`src/rtl/dca_pkg.sv`:
```
// Purpose: constants for the average current and autozero message block
// Assumes: 32-bit message frames, 8 channels
// Notes: field positions follow the response layouts
package dca_pkg;
   localparam int FRAME_W = 32;
   localparam int CHANNEL_SELECT_W = 3;
   localparam int NUM_CHANNEL_SELECT = 8;
   localparam int SUM_W = 20;
   localparam int AZ_W = 8;
   localparam int RW_BIT = 31;
   localparam int ID_HI = 30;
   localparam int ID_LO = 27;
   localparam int CH_HI = 26;
   localparam int CH_LO = 24;
   localparam int AVG_VALID_BIT = 20;
   localparam int AZ_ON_DONE_BIT = 17;
   localparam int AZ_OFF_DONE_BIT = 16;
   localparam int AZ_ON_HI = 15;
   localparam int AZ_ON_LO = 8;
   localparam logic [3:0] ID_AVG_READ = 4'h6;
   localparam logic [3:0] ID_AZ = 4'h7;
   localparam logic [SUM_W-1:0] SUM_RESET = 20'h0_0000;
   localparam logic [AZ_W-1:0] AZ_RESET = 8'h00;
   localparam logic [CHANNEL_SELECT_W-1:0] CHANNEL_SELECT_RESET = 3'h0;
endpackage

```
`src/rtl/dca_sum_latch.sv`:
```
// Purpose: per-channel latch of one dither period current summation
// Assumes: sum and period end come from the current sense logic
// Notes: valid cleared on read or channel change, set wins over a read clear
`timescale 1ns/1ps
module dca_sum_latch
   import dca_pkg::*;
(
   input wire logic core_clk,
   input wire logic rst_n,
   input wire logic [CHANNEL_SELECT_W-1:0] chanSel,
   input wire logic chanChange,
   input wire logic readPulse,
   input wire logic [NUM_CHANNEL_SELECT-1:0] periodEnd,
   input wire logic [NUM_CHANNEL_SELECT*SUM_W-1:0] periodSum,
   output logic [SUM_W-1:0] avgSum,
   output logic avgValid
);
   logic [SUM_W-1:0] sumQ [NUM_CHANNEL_SELECT];
   logic [NUM_CHANNEL_SELECT-1:0] freshQ;
   logic validQ;
   // fresh marks a period that started after the last selection
   wire selEnd = periodEnd[chanSel] & freshQ[chanSel] & ~chanChange;

   genvar g;
   generate
      for (g = 0; g < NUM_CHANNEL_SELECT; g++) begin : gCh
         always_ff @(posedge core_clk) begin
            if (!rst_n) begin
               sumQ[g] <= SUM_RESET;
               freshQ[g] <= 1'b0;
            end else begin
               if (periodEnd[g]) begin
                  sumQ[g] <= periodSum[g*SUM_W +: SUM_W];
               end
               // partial period after a switch is discarded
               if (chanChange && chanSel == CHANNEL_SELECT_W'(g)) begin
                  freshQ[g] <= 1'b0;
               end else if (periodEnd[g]) begin
                  freshQ[g] <= 1'b1;
               end
            end
         end
      end
   endgenerate

   always_ff @(posedge core_clk) begin
      if (!rst_n) begin
         validQ <= 1'b0;
      end else if (selEnd) begin
         validQ <= 1'b1;
      end else if (readPulse || chanChange) begin
         validQ <= 1'b0;
      end
   end
   assign avgSum = sumQ[chanSel];
   assign avgValid = validQ;

   property p_valid_set;
      @(posedge core_clk) disable iff (!rst_n) selEnd |=> avgValid;
   endproperty
   a_valid_set: assert property (p_valid_set) else $error("valid not set");
   property p_valid_clr;
      @(posedge core_clk) disable iff (!rst_n)
         (chanChange && !selEnd) |=> !avgValid;
   endproperty
   a_valid_clr: assert property (p_valid_clr) else $error("valid kept");
endmodule

```
`src/rtl/dca_msg_core.sv`:
```
// Purpose: average dither current read and autozero trigger/read messages
// Assumes: frame framing done outside; reqStrobe marks a whole request
// Notes: response word is registered one cycle after the request
`timescale 1ns/1ps
module dca_msg_core
   import dca_pkg::*;
(
   input wire logic core_clk,
   input wire logic rst_n,
   input wire logic reqStrobe,
   input wire logic [FRAME_W-1:0] reqWord,
   output logic [FRAME_W-1:0] respWord,
   output logic respStrobe,
   output logic [CHANNEL_SELECT_W-1:0] sharedChan,
   input wire logic [NUM_CHANNEL_SELECT-1:0] periodEnd,
   input wire logic [NUM_CHANNEL_SELECT*SUM_W-1:0] periodSum,
   output logic azStart,
   output logic [CHANNEL_SELECT_W-1:0] azChan,
   input wire logic azOnDone,
   input wire logic azOffDone,
   input wire logic [AZ_W-1:0] azOnValue,
   input wire logic [AZ_W-1:0] azOffValue
);
   // bits 23:0 of a request are never looked at
   wire [3:0] reqId = reqWord[ID_HI:ID_LO];
   wire [CHANNEL_SELECT_W-1:0] reqChan = reqWord[CH_HI:CH_LO];
   wire reqWrite = reqWord[RW_BIT];
   wire isAvg = reqStrobe && reqId == ID_AVG_READ;
   wire isAz = reqStrobe && reqId == ID_AZ;
   // average write behaves exactly like a read
   wire avgRead = isAvg;
   wire azWrite = isAz && reqWrite;
   wire azRead = isAz && !reqWrite;

   logic [CHANNEL_SELECT_W-1:0] chanQ, chanD;
   logic [AZ_W-1:0] onValQ, offValQ;
   logic onDoneQ, offDoneQ;
   logic [FRAME_W-1:0] respQ, respD;
   logic respStbQ;
   logic [SUM_W-1:0] avgSum;
   logic avgValid;

   wire chanChange = avgRead && reqChan != chanQ;
   assign chanD = avgRead ? reqChan : chanQ;

   // chanChange drops valid; a result waits one full fresh period
   dca_sum_latch uLatch (
      .core_clk(core_clk),
      .rst_n(rst_n),
      .chanSel(chanD),
      .chanChange(chanChange),
      .readPulse(avgRead),
      .periodEnd(periodEnd),
      .periodSum(periodSum),
      .avgSum(avgSum),
      .avgValid(avgValid)
   );

   // response packs the state seen at the request, before any clear except a channel switch
   always_comb begin
      respD = '0;
      respD[ID_HI:ID_LO] = reqId;
      respD[CH_HI:CH_LO] = reqChan;
      if (reqId == ID_AVG_READ) begin
         respD[AVG_VALID_BIT] = avgValid && !chanChange;
         // stale sum of new channel is not returned after a switch
         respD[SUM_W-1:0] = chanChange ? SUM_RESET : avgSum;
      end else if (reqId == ID_AZ) begin
         respD[AZ_ON_DONE_BIT] = onDoneQ;
         respD[AZ_OFF_DONE_BIT] = offDoneQ;
         respD[AZ_ON_HI:AZ_ON_LO] = onValQ;
         respD[AZ_W-1:0] = offValQ;
      end
   end

   always_ff @(posedge core_clk) begin
      if (!rst_n) begin
         chanQ <= CHANNEL_SELECT_RESET;
         respQ <= '0;
         respStbQ <= 1'b0;
      end else begin
         chanQ <= chanD;
         respStbQ <= reqStrobe;
         if (reqStrobe) begin
            respQ <= respD;
         end
      end
   end

   // done sets win over a clear in the same cycle
   always_ff @(posedge core_clk) begin
      if (!rst_n) begin
         onDoneQ <= 1'b0;
         offDoneQ <= 1'b0;
         onValQ <= AZ_RESET;
         offValQ <= AZ_RESET;
      end else begin
         if (azOnDone) begin
            onDoneQ <= 1'b1;
            onValQ <= azOnValue;
         end else if (isAz) begin
            onDoneQ <= 1'b0;
         end
         if (azOffDone) begin
            offDoneQ <= 1'b1;
            offValQ <= azOffValue;
         end else if (isAz) begin
            offDoneQ <= 1'b0;
         end
      end
   end

   assign respWord = respQ;
   assign respStrobe = respStbQ;
   assign sharedChan = chanQ;
   assign azStart = azWrite;
   // is the host's duty; no decay check here
   assign azChan = reqChan;

   property p_resp_hdr;
      @(posedge core_clk) disable iff (!rst_n)
         reqStrobe |=> respStrobe && !respWord[RW_BIT]
            && respWord[ID_HI:ID_LO] == $past(reqWord[ID_HI:ID_LO]);
   endproperty
   a_resp_hdr: assert property (p_resp_hdr) else $error("bad header");
   property p_channel_select_share;
      @(posedge core_clk) disable iff (!rst_n)
         avgRead |=> sharedChan == $past(reqChan);
   endproperty
   a_channel_select_share: assert property (p_channel_select_share) else $error("channel_select lost");
   property p_az_start;
      @(posedge core_clk) disable iff (!rst_n)
         azStart |-> reqStrobe && reqWord[RW_BIT]
            && reqWord[ID_HI:ID_LO] == ID_AZ
            && azChan == reqWord[CH_HI:CH_LO];
   endproperty
   a_az_start: assert property (p_az_start) else $error("bad start");
   property p_az_read;
      @(posedge core_clk) disable iff (!rst_n)
         (reqStrobe && reqWord[ID_HI:ID_LO] == ID_AZ && !reqWord[RW_BIT])
            |-> !azStart;
   endproperty
   a_az_read: assert property (p_az_read) else $error("read started");
   property p_az_clr;
      @(posedge core_clk) disable iff (!rst_n)
         (isAz && !azOnDone) |=> !onDoneQ;
   endproperty
   a_az_clr: assert property (p_az_clr) else $error("flag kept");
   property p_az_set;
      @(posedge core_clk) disable iff (!rst_n)
         azOffDone |=> offDoneQ && offValQ == $past(azOffValue);
   endproperty
   a_az_set: assert property (p_az_set) else $error("flag unset");
   property p_avg_data;
      @(posedge core_clk) disable iff (!rst_n)
         (avgRead && !chanChange) |=> respWord[SUM_W-1:0] == $past(avgSum);
   endproperty
   a_avg_data: assert property (p_avg_data) else $error("bad sum");
   property p_az_data;
      @(posedge core_clk) disable iff (!rst_n)
         isAz |=> respWord[AZ_ON_HI:AZ_ON_LO] == $past(onValQ);
   endproperty
   a_az_data: assert property (p_az_data) else $error("bad offset");
endmodule

```
`config.mk`:
```
export PLATFORM = sky130hd
export DESIGN_NAME = dca_msg_core
export DESIGN_NICKNAME = d
export VERILOG_FILES = /design/src/rtl/dca_pkg.sv /design/src/rtl/dca_sum_latch.sv /design/src/rtl/dca_msg_core.sv
export SDC_FILE = /design/constraint.sdc
export NUM_CORES = 1
export LEC_CHECK = 0
export ABC_AREA = 1
export BUFFER_PORTS_ARGS = -buffer_cell sky130_fd_sc_hd__buf_2
export CAP_MARGIN = 25
export CELL_PAD_IN_SITES_DETAIL_PLACEMENT = 1
export CELL_PAD_IN_SITES_GLOBAL_PLACEMENT = 2
export CORE_MARGIN = 5
export CORE_UTILIZATION = 31
export DETAILED_ROUTE_END_ITERATION = 8
export GPL_TIMING_DRIVEN = 0
export PLACE_DENSITY = 0.84
export SYNTH_ARGS = -nofsm -noshare
export SYNTH_HDL_FRONTEND = slang
export SYNTH_SLANG_ARGS = --single-unit
export TNS_END_PERCENT = 100
```
`constraint.sdc`:
```
create_clock -name core_clk -period 2.1 [get_ports core_clk]
set_clock_uncertainty 0.1 [all_clocks]
set_input_delay 0.105 -clock core_clk [delete_from_list [all_inputs] [get_ports core_clk]]
set_output_delay 0.105 -clock core_clk [all_outputs]
set_load 0.02 [all_outputs]
```
Word level (Yosys, flattened, before mapping)
Memories as Yosys holds them, arrays and structs flattened.
Index checks and enable logic that the tools add are counted.
{ "classes": {"n_addsub": 0, "mul": 0, "n_shift": 0, "reduce_logical": 27, "div": 0, "n_bitwise": 12, "eq_ne": 10, "mux": 47, "n_lt_le_gt_ge": 1} }
{ "op_table": {"columns": ["cell", "count"], "rows": [
  ["20-bit 2-to-1 mux", 9],
  ["18-bit 2-to-1 mux", 2],
  ["1-bit 2-to-1 mux", 32],
  ["2-bit OR reduction", 8],
  ["1-bit logical AND", 13],
  ["3-bit == test (second input constant)", 4],
  ["4-bit by 3-bit == test with 1-bit output (second input constant)", 2],
  ["1-bit OR", 8],
  ["1-bit binary-select mux with 3-bit select", 2],
  ["3-bit by 2-bit == test with 1-bit output (second input constant)", 2],
  ["3-bit 2-to-1 mux", 2],
  ["2-bit nonzero test", 3],
  ["3-bit by 4-bit less-than comparator with 1-bit output (second input constant)", 1],
  ["3-bit by 1-bit == test with 1-bit output (second input constant)", 1],
  ["3-bit logical NOT", 1],
  ["3-bit inequality test", 1],
  ["1-bit AND", 2],
  ["1-bit inverter", 2],
  ["1-bit logical NOT", 1],
  ["1-bit logical OR", 1]
]} }
{ "totals": {"word_cells": 114, "mem_bits_rw": 160, "in_bits": 221, "ff_bits": 59, "romBits": 0, "mem_count": 1, "latchBits": 0} }
{ "memory_table": {"columns": ["name", "words", "width", "rd", "rd_clocked_by_memory_dff", "wr", "line", "rtl"], "rows": [
  ["uLatch.sumQ", 8, 20, 1, 0, 8, "dca_sum_latch.sv:18", "logic [SUM_W-1:0] sumQ [NUM_CHANNEL_SELECT];"]
]} }

Longest topological paths before layout
{ "depth": {"word_depth": 8, "mapped_depth": 13} }

Modules after synthesis
From an unflattened synthesis, not the netlist that was laid out.
{ "unflattened": {"cells_unflattened": 1194, "area_unflattened_um2": 10080.9} }
{ "by_module_without_submodules": {"columns": ["module", "seq_area_each_um2", "area_per_inst_um2", "cells_per_inst", "instances"], "rows": [
  ["dca_sum_latch", 4984.8, 7816.2, 865, 1],
  ["dca_msg_core", 1001.0, 2264.7, 329, 1]
]} }

Worst setup path after synthesis
Ideal clock, no wire load.
{ "synth_path": {"path_type": "flip-flop to flip-flop", "from": "register chanQ[0] (netlist: sharedChan[0])", "to": "register respQ[10] (netlist: respWord[10])", "stages_incl_launch_ff": 9, "setup_ps": 66, "synth_period_minus_slack_ps": 1695, "arrival_ps": 1528, "setup_slack_ps": 405, "n_path_buf": 1, "required_time_ps": 1934, "path_cell_list": "dfxtp_1 xnor2_1 nand2_1 nor2_1 nor2_1 nor2_2 buf_2 nand3_1 a21oi_2"} }
{ "synth_between": {"elab_chain_len": 4} }
{ "synth_lines": {"columns": ["element", "line", "rtl"], "rows": [
  ["start, declared", "dca_msg_core.sv:35", "logic [CHANNEL_SELECT_W-1:0] chanQ, chanD;"],
  ["start signal, assigned", "dca_msg_core.sv:82", "chanQ <= chanD;"],
  ["3-bit 2-to-1 mux or 3-bit inequality test (tied branches)", "dca_msg_core.sv:44, dca_msg_core.sv:43", null],
  ["memory read 8 x 20 bit or 1-bit logical AND (tied branches)", null, null],
  ["20-bit 2-to-1 mux (*)", "dca_msg_core.sv:67", "respD[SUM_W-1:0] = chanChange ? SUM_RESET : avgSum;"],
  ["18-bit 2-to-1 mux (*)", "dca_msg_core.sv:64", "if (reqId == ID_AVG_READ) begin"],
  ["end signal, assigned", "dca_msg_core.sv:85", "respQ <= respD;"],
  ["end, declared", "dca_msg_core.sv:38", "logic [FRAME_W-1:0] respQ, respD;"]
]} }
Every way passes the cells marked *; elsewhere a longest branch is shown, timed or not.
A chain may end at the register's enable or synchronous reset.

Worst setup path in the final report
{ "layout_path": {"from": "input reqWord[24]", "to": "register respQ[14] (netlist: respWord[14])"} }
{ "layout_between": {"elab_chain_len": 4} }
{ "layout_lines": {"columns": ["element", "line", "rtl"], "rows": [
  ["start, declared", "dca_msg_core.sv:11", "input wire logic [FRAME_W-1:0] reqWord,"],
  ["3-bit 2-to-1 mux or 3-bit inequality test (tied branches)", "dca_msg_core.sv:44, dca_msg_core.sv:43", null],
  ["memory read 8 x 20 bit or 1-bit logical AND (tied branches)", null, null],
  ["20-bit 2-to-1 mux (*)", "dca_msg_core.sv:67", null],
  ["18-bit 2-to-1 mux (*)", "dca_msg_core.sv:64", null]
]} }
Marked as above.

==> results by group <==
Clock tree
  • H-tree depth: 1
  • Clk slew on worst S/H paths: roughly 0.060 ns
  • Root Driver: clkbuf_16
  • CTS tree: built
  • CTS buffer count: 25
  • Clock Path Buffers: 3
  • Clk sinks: around 220
  • Skew-Pair Late Insertion Delay: roughly 0.53 ns

Worst setup path
  • Crit path max fanout: 10
  • CP Capture Type: flip-flop
  • Req. time, crit path: approximately 2.4 ns
  • WP data arrival: 2.32 ns
  • Crit Reg-Reg Startpoint: sharedChan[1]
  • FF-to-FF End: respWord[14]
  • Worst R2R Path Depth: 8
  • Setup Crit Path Kind: input pin to flip-flop
  • CP Launch Type: input pin
  • Worst R2R Setup Slack: 0.18 ns

Synth
  • Sequential area share after synthesis: between 50% and 60%
  • Syn_area_per_cell: 7.756 µm²
  • EDFF count, synth: 160
  • Mapped Area: around 0.011 mm²
  • Synthesized instance count: about 1.4k
  • Synth area leader: edfxtp_1
  • #FFs+latches synth: between 200 and 250
  • Top FF cell, synth: edfxtp_1
  • Synth area leaders: edfxtp_1, nand2_1, inv_1
  • Yosys warning count: 0
  • Synth top area share: approximately 44%
  • Synth top cells by count: nand2_1, inv_1, nor2_1
  • Cell variety after synth: 25
  • Post-synth ARST share: 0%
  • Most frequent cell after synthesis: nand2_1

Timing
  • Relative slew slack: 27.52%
  • Final setup violation count: 0
  • Final Cycle Share: between 90% and 100%
  • Final Hold Vio Count: 0
  • Tmin final: about 2.0 ns
  • Max Clk Rate: 498.1 MHz
  • Worst hold slack: between 0.02 and 0.03 ns
  • Max Transition Viols Final: 0
  • Slew @ Worst Pin: roughly 1.1 ns

Min path
  • Hold path start: reqWord[28]
  • Worst hold path cell count: 7
  • Worst Hold End: respWord[7]
  • Class of the tightest hold or removal check: input pin to flip-flop

Detailed routing
  • Drt total wl: between 40,000 and 50,000 µm
  • Top Layer Used: met4
  • Metal2 WL: 19,840 µm
  • DR DRC count: 0
  • Routed Antenna Nets: 0
  • First-pass iteration count of the detailed router: 5
  • Met1 Wirelength: 17,620 µm
  • Initial drt markers: between 300 and 400
  • Met3 Wirelength: 1771 µm
  • Vias: roughly 10k
  • Vias per cell: ~4.4
  • Wirelength per Cell: 17.17 µm

GRT
  • Aggregate global-route resource usage: about a fifth
  • Global-route wire length before repair: about 62,000 µm
  • Largest net degree at the start of global routing: 21
  • Vias in the first global route: between 10k and 15k
  • Initial antenna violation count: 5
  • Gr ovfl total: 0

Floorplan
  • Die Ht: about 200 µm
  • Die ar.: ~0.04 mm²
  • Die Wd: around 200 µm
  • Initial Utilization: a little under a third
  • Core ar.: 0.03531 mm²
  • Core Rows: 69
  • I/O Pins: ~260

Status
  • Status: finished clean

Finish
  • Share of cells above drive strength 1: 17.47%
  • Area Growth Syn to Fin: 42.01%
  • Final core occ: between 40% and 50%
  • Non-Filler Instances: approximately 2.4k
  • Nets: 2,109
  • Fill cells: 4,284
  • Final Instance Area: roughly 0.016 mm²

Pwr
  • Switch Pwr: around 2900 µW
  • Seq pwr share: around 46%
  • Clk pwr share: 39.0%
  • P_leak: 0.007886 µW
  • VDD IR max: about 0.54 mV
  • Internal power: ~8200 µW
  • Switching Share: between 20% and 30%
  • Pwr per Cell Area: just over 700 mW/mm²
  • Comb power frac: around 15%

Placement
  • HPWL Detailed: approximately 29,000 µm
  • Port Buf Inserts: between 200 and 250
  • GPL Wtd Cong: between 0.8 and 0.9
  • Placed insts: approximately 2.1k
  • Cell Area, Placed: ~0.013 mm²

Flow run
  • Max cap viols: 0
worst max path at each step:
stage	start	end	slack (ns)	depth (start not counted)
2_1_floorplan	sharedChan[0]	respWord[10]	0.41	8
3_3_place_gp	reqWord[30]	respWord[12]	-0.23	14
3_5_place_dp	reqWord[30]	respWord[14]	-0.29	14
4_1_cts	reqWord[24]	respWord[14]	0.08	12
5_1_grt	reqWord[24]	respWord[18]	-0.02	13
6_report	reqWord[24]	respWord[14]	0.09	13
layout make-up:
type	count	area [µm²]	share of cell area [%]
tap	461	576.8	3.683
antenna	6	15.01	0.09586
multi-input combinational	801	3490	22.28
inverter	331	1242	7.933
clock buffer	32	681.9	4.354
buffer	74	340.3	2.173
sequential	219	5986	38.22
timing repair buffer	436	3208	20.48
clock inverter	13	122.6	0.7829
through the flow:
step           TNS (ns)  power (µW)  setup WS [ns]
2_1_floorplan         0        5915         0.4053
3_3_place_gp     -3.204        6489        -0.2312
3_5_place_dp     -5.577        6532        -0.2858
4_1_cts               0       11170        0.07685
5_1_grt        -0.03858       11610       -0.02361
6_report              0       11100        0.09220
kinds of logic after synthesis:
group / count (synthesis) / synth area share, %
and+or+nand+nor: 678 / 25.42
AOI/OAI and AO/OA: 116 / 5.706
DFF: 219 / 54.27
buffers and inverters: 405 / 14.33
other: 1 / 0.03400
xor gates and xnor gates: 3 / 0.2383
power groups by stage:
stage	sequential, µW	combinational, µW	clock (µW)
final	5090	1680	4330
after detailed placement	5180	1350	0
after global placement	5160	1330	0
after global routing	5120	1870	4620
after floorplan	5170	745	0
after CTS	5090	1660	4420
state kept, by name, indices dropped and copies added (netlist names):
| signal | cells |
|---|---|
| uLatch.avgValid | 1 |
| uLatch.freshQ | 8 |
| onDoneQ | 1 |
| sharedChan | 3 |
| respStrobe | 1 |
| offValQ | 8 |
| uLatch.sumQ | 160 |
| respWord | 28 |
| onValQ | 8 |
| offDoneQ | 1 |
layout by cell type, fill, tap and decap left out, types with 3 or more instances in the layout:
| cell type | n |
|---|---|
| a21oi_1 | 39 |
| nor2_2 | 4 |
| diode_2 | 6 |
| clkbuf_8 | 3 |
| nor2_1 | 184 |
| buf_2 | 257 |
| inv_1 | 329 |
| edfxtp_1 | 160 |
| clkinv_2 | 4 |
| nand2_1 | 391 |
| dlygate4sd3_1 | 205 |
| clkbuf_1 | 42 |
| or2_2 | 7 |
| buf_4 | 7 |
| clkinvlp_4 | 3 |
| clkinv_1 | 3 |
| nand3_1 | 45 |
| nand3b_1 | 40 |
| o21ai_0 | 64 |
| a21oi_2 | 10 |
| conb_1 | 4 |
| clkbuf_16 | 25 |
| dfxtp_1 | 59 |
worst max-delay path: stages:
cell	delay [ns]
dlygate4sd3_1	0.54
buf_2	0.17
inv_1	0.11
nand3_1	0.21
nand2_4	0.20
buf_2	0.30
nand2_1	0.08
nand2_1	0.11
nand2_1	0.06
nand2_1	0.12
nand2_1	0.09
nand3_1	0.14
a21oi_2	0.07
layer usage:
layer  vias to the layer above  global-route usage, %
li1                       5205                      -
met5                         -                      0
met2                       254                  35.01
met3                        89                  2.575
met1                      4849                  25.82
met4                         0                  6.940
what timing repair did:
action                                 4_1_cts  5_1_grt
setup buffers                                0        0
hold buffers                               205        0
gates resized for setup                      0        4
setup endpoints to repair                    0       16
endpoints found under the hold margin      191        0
Note: power is estimated with default switching activity, not from simulation.
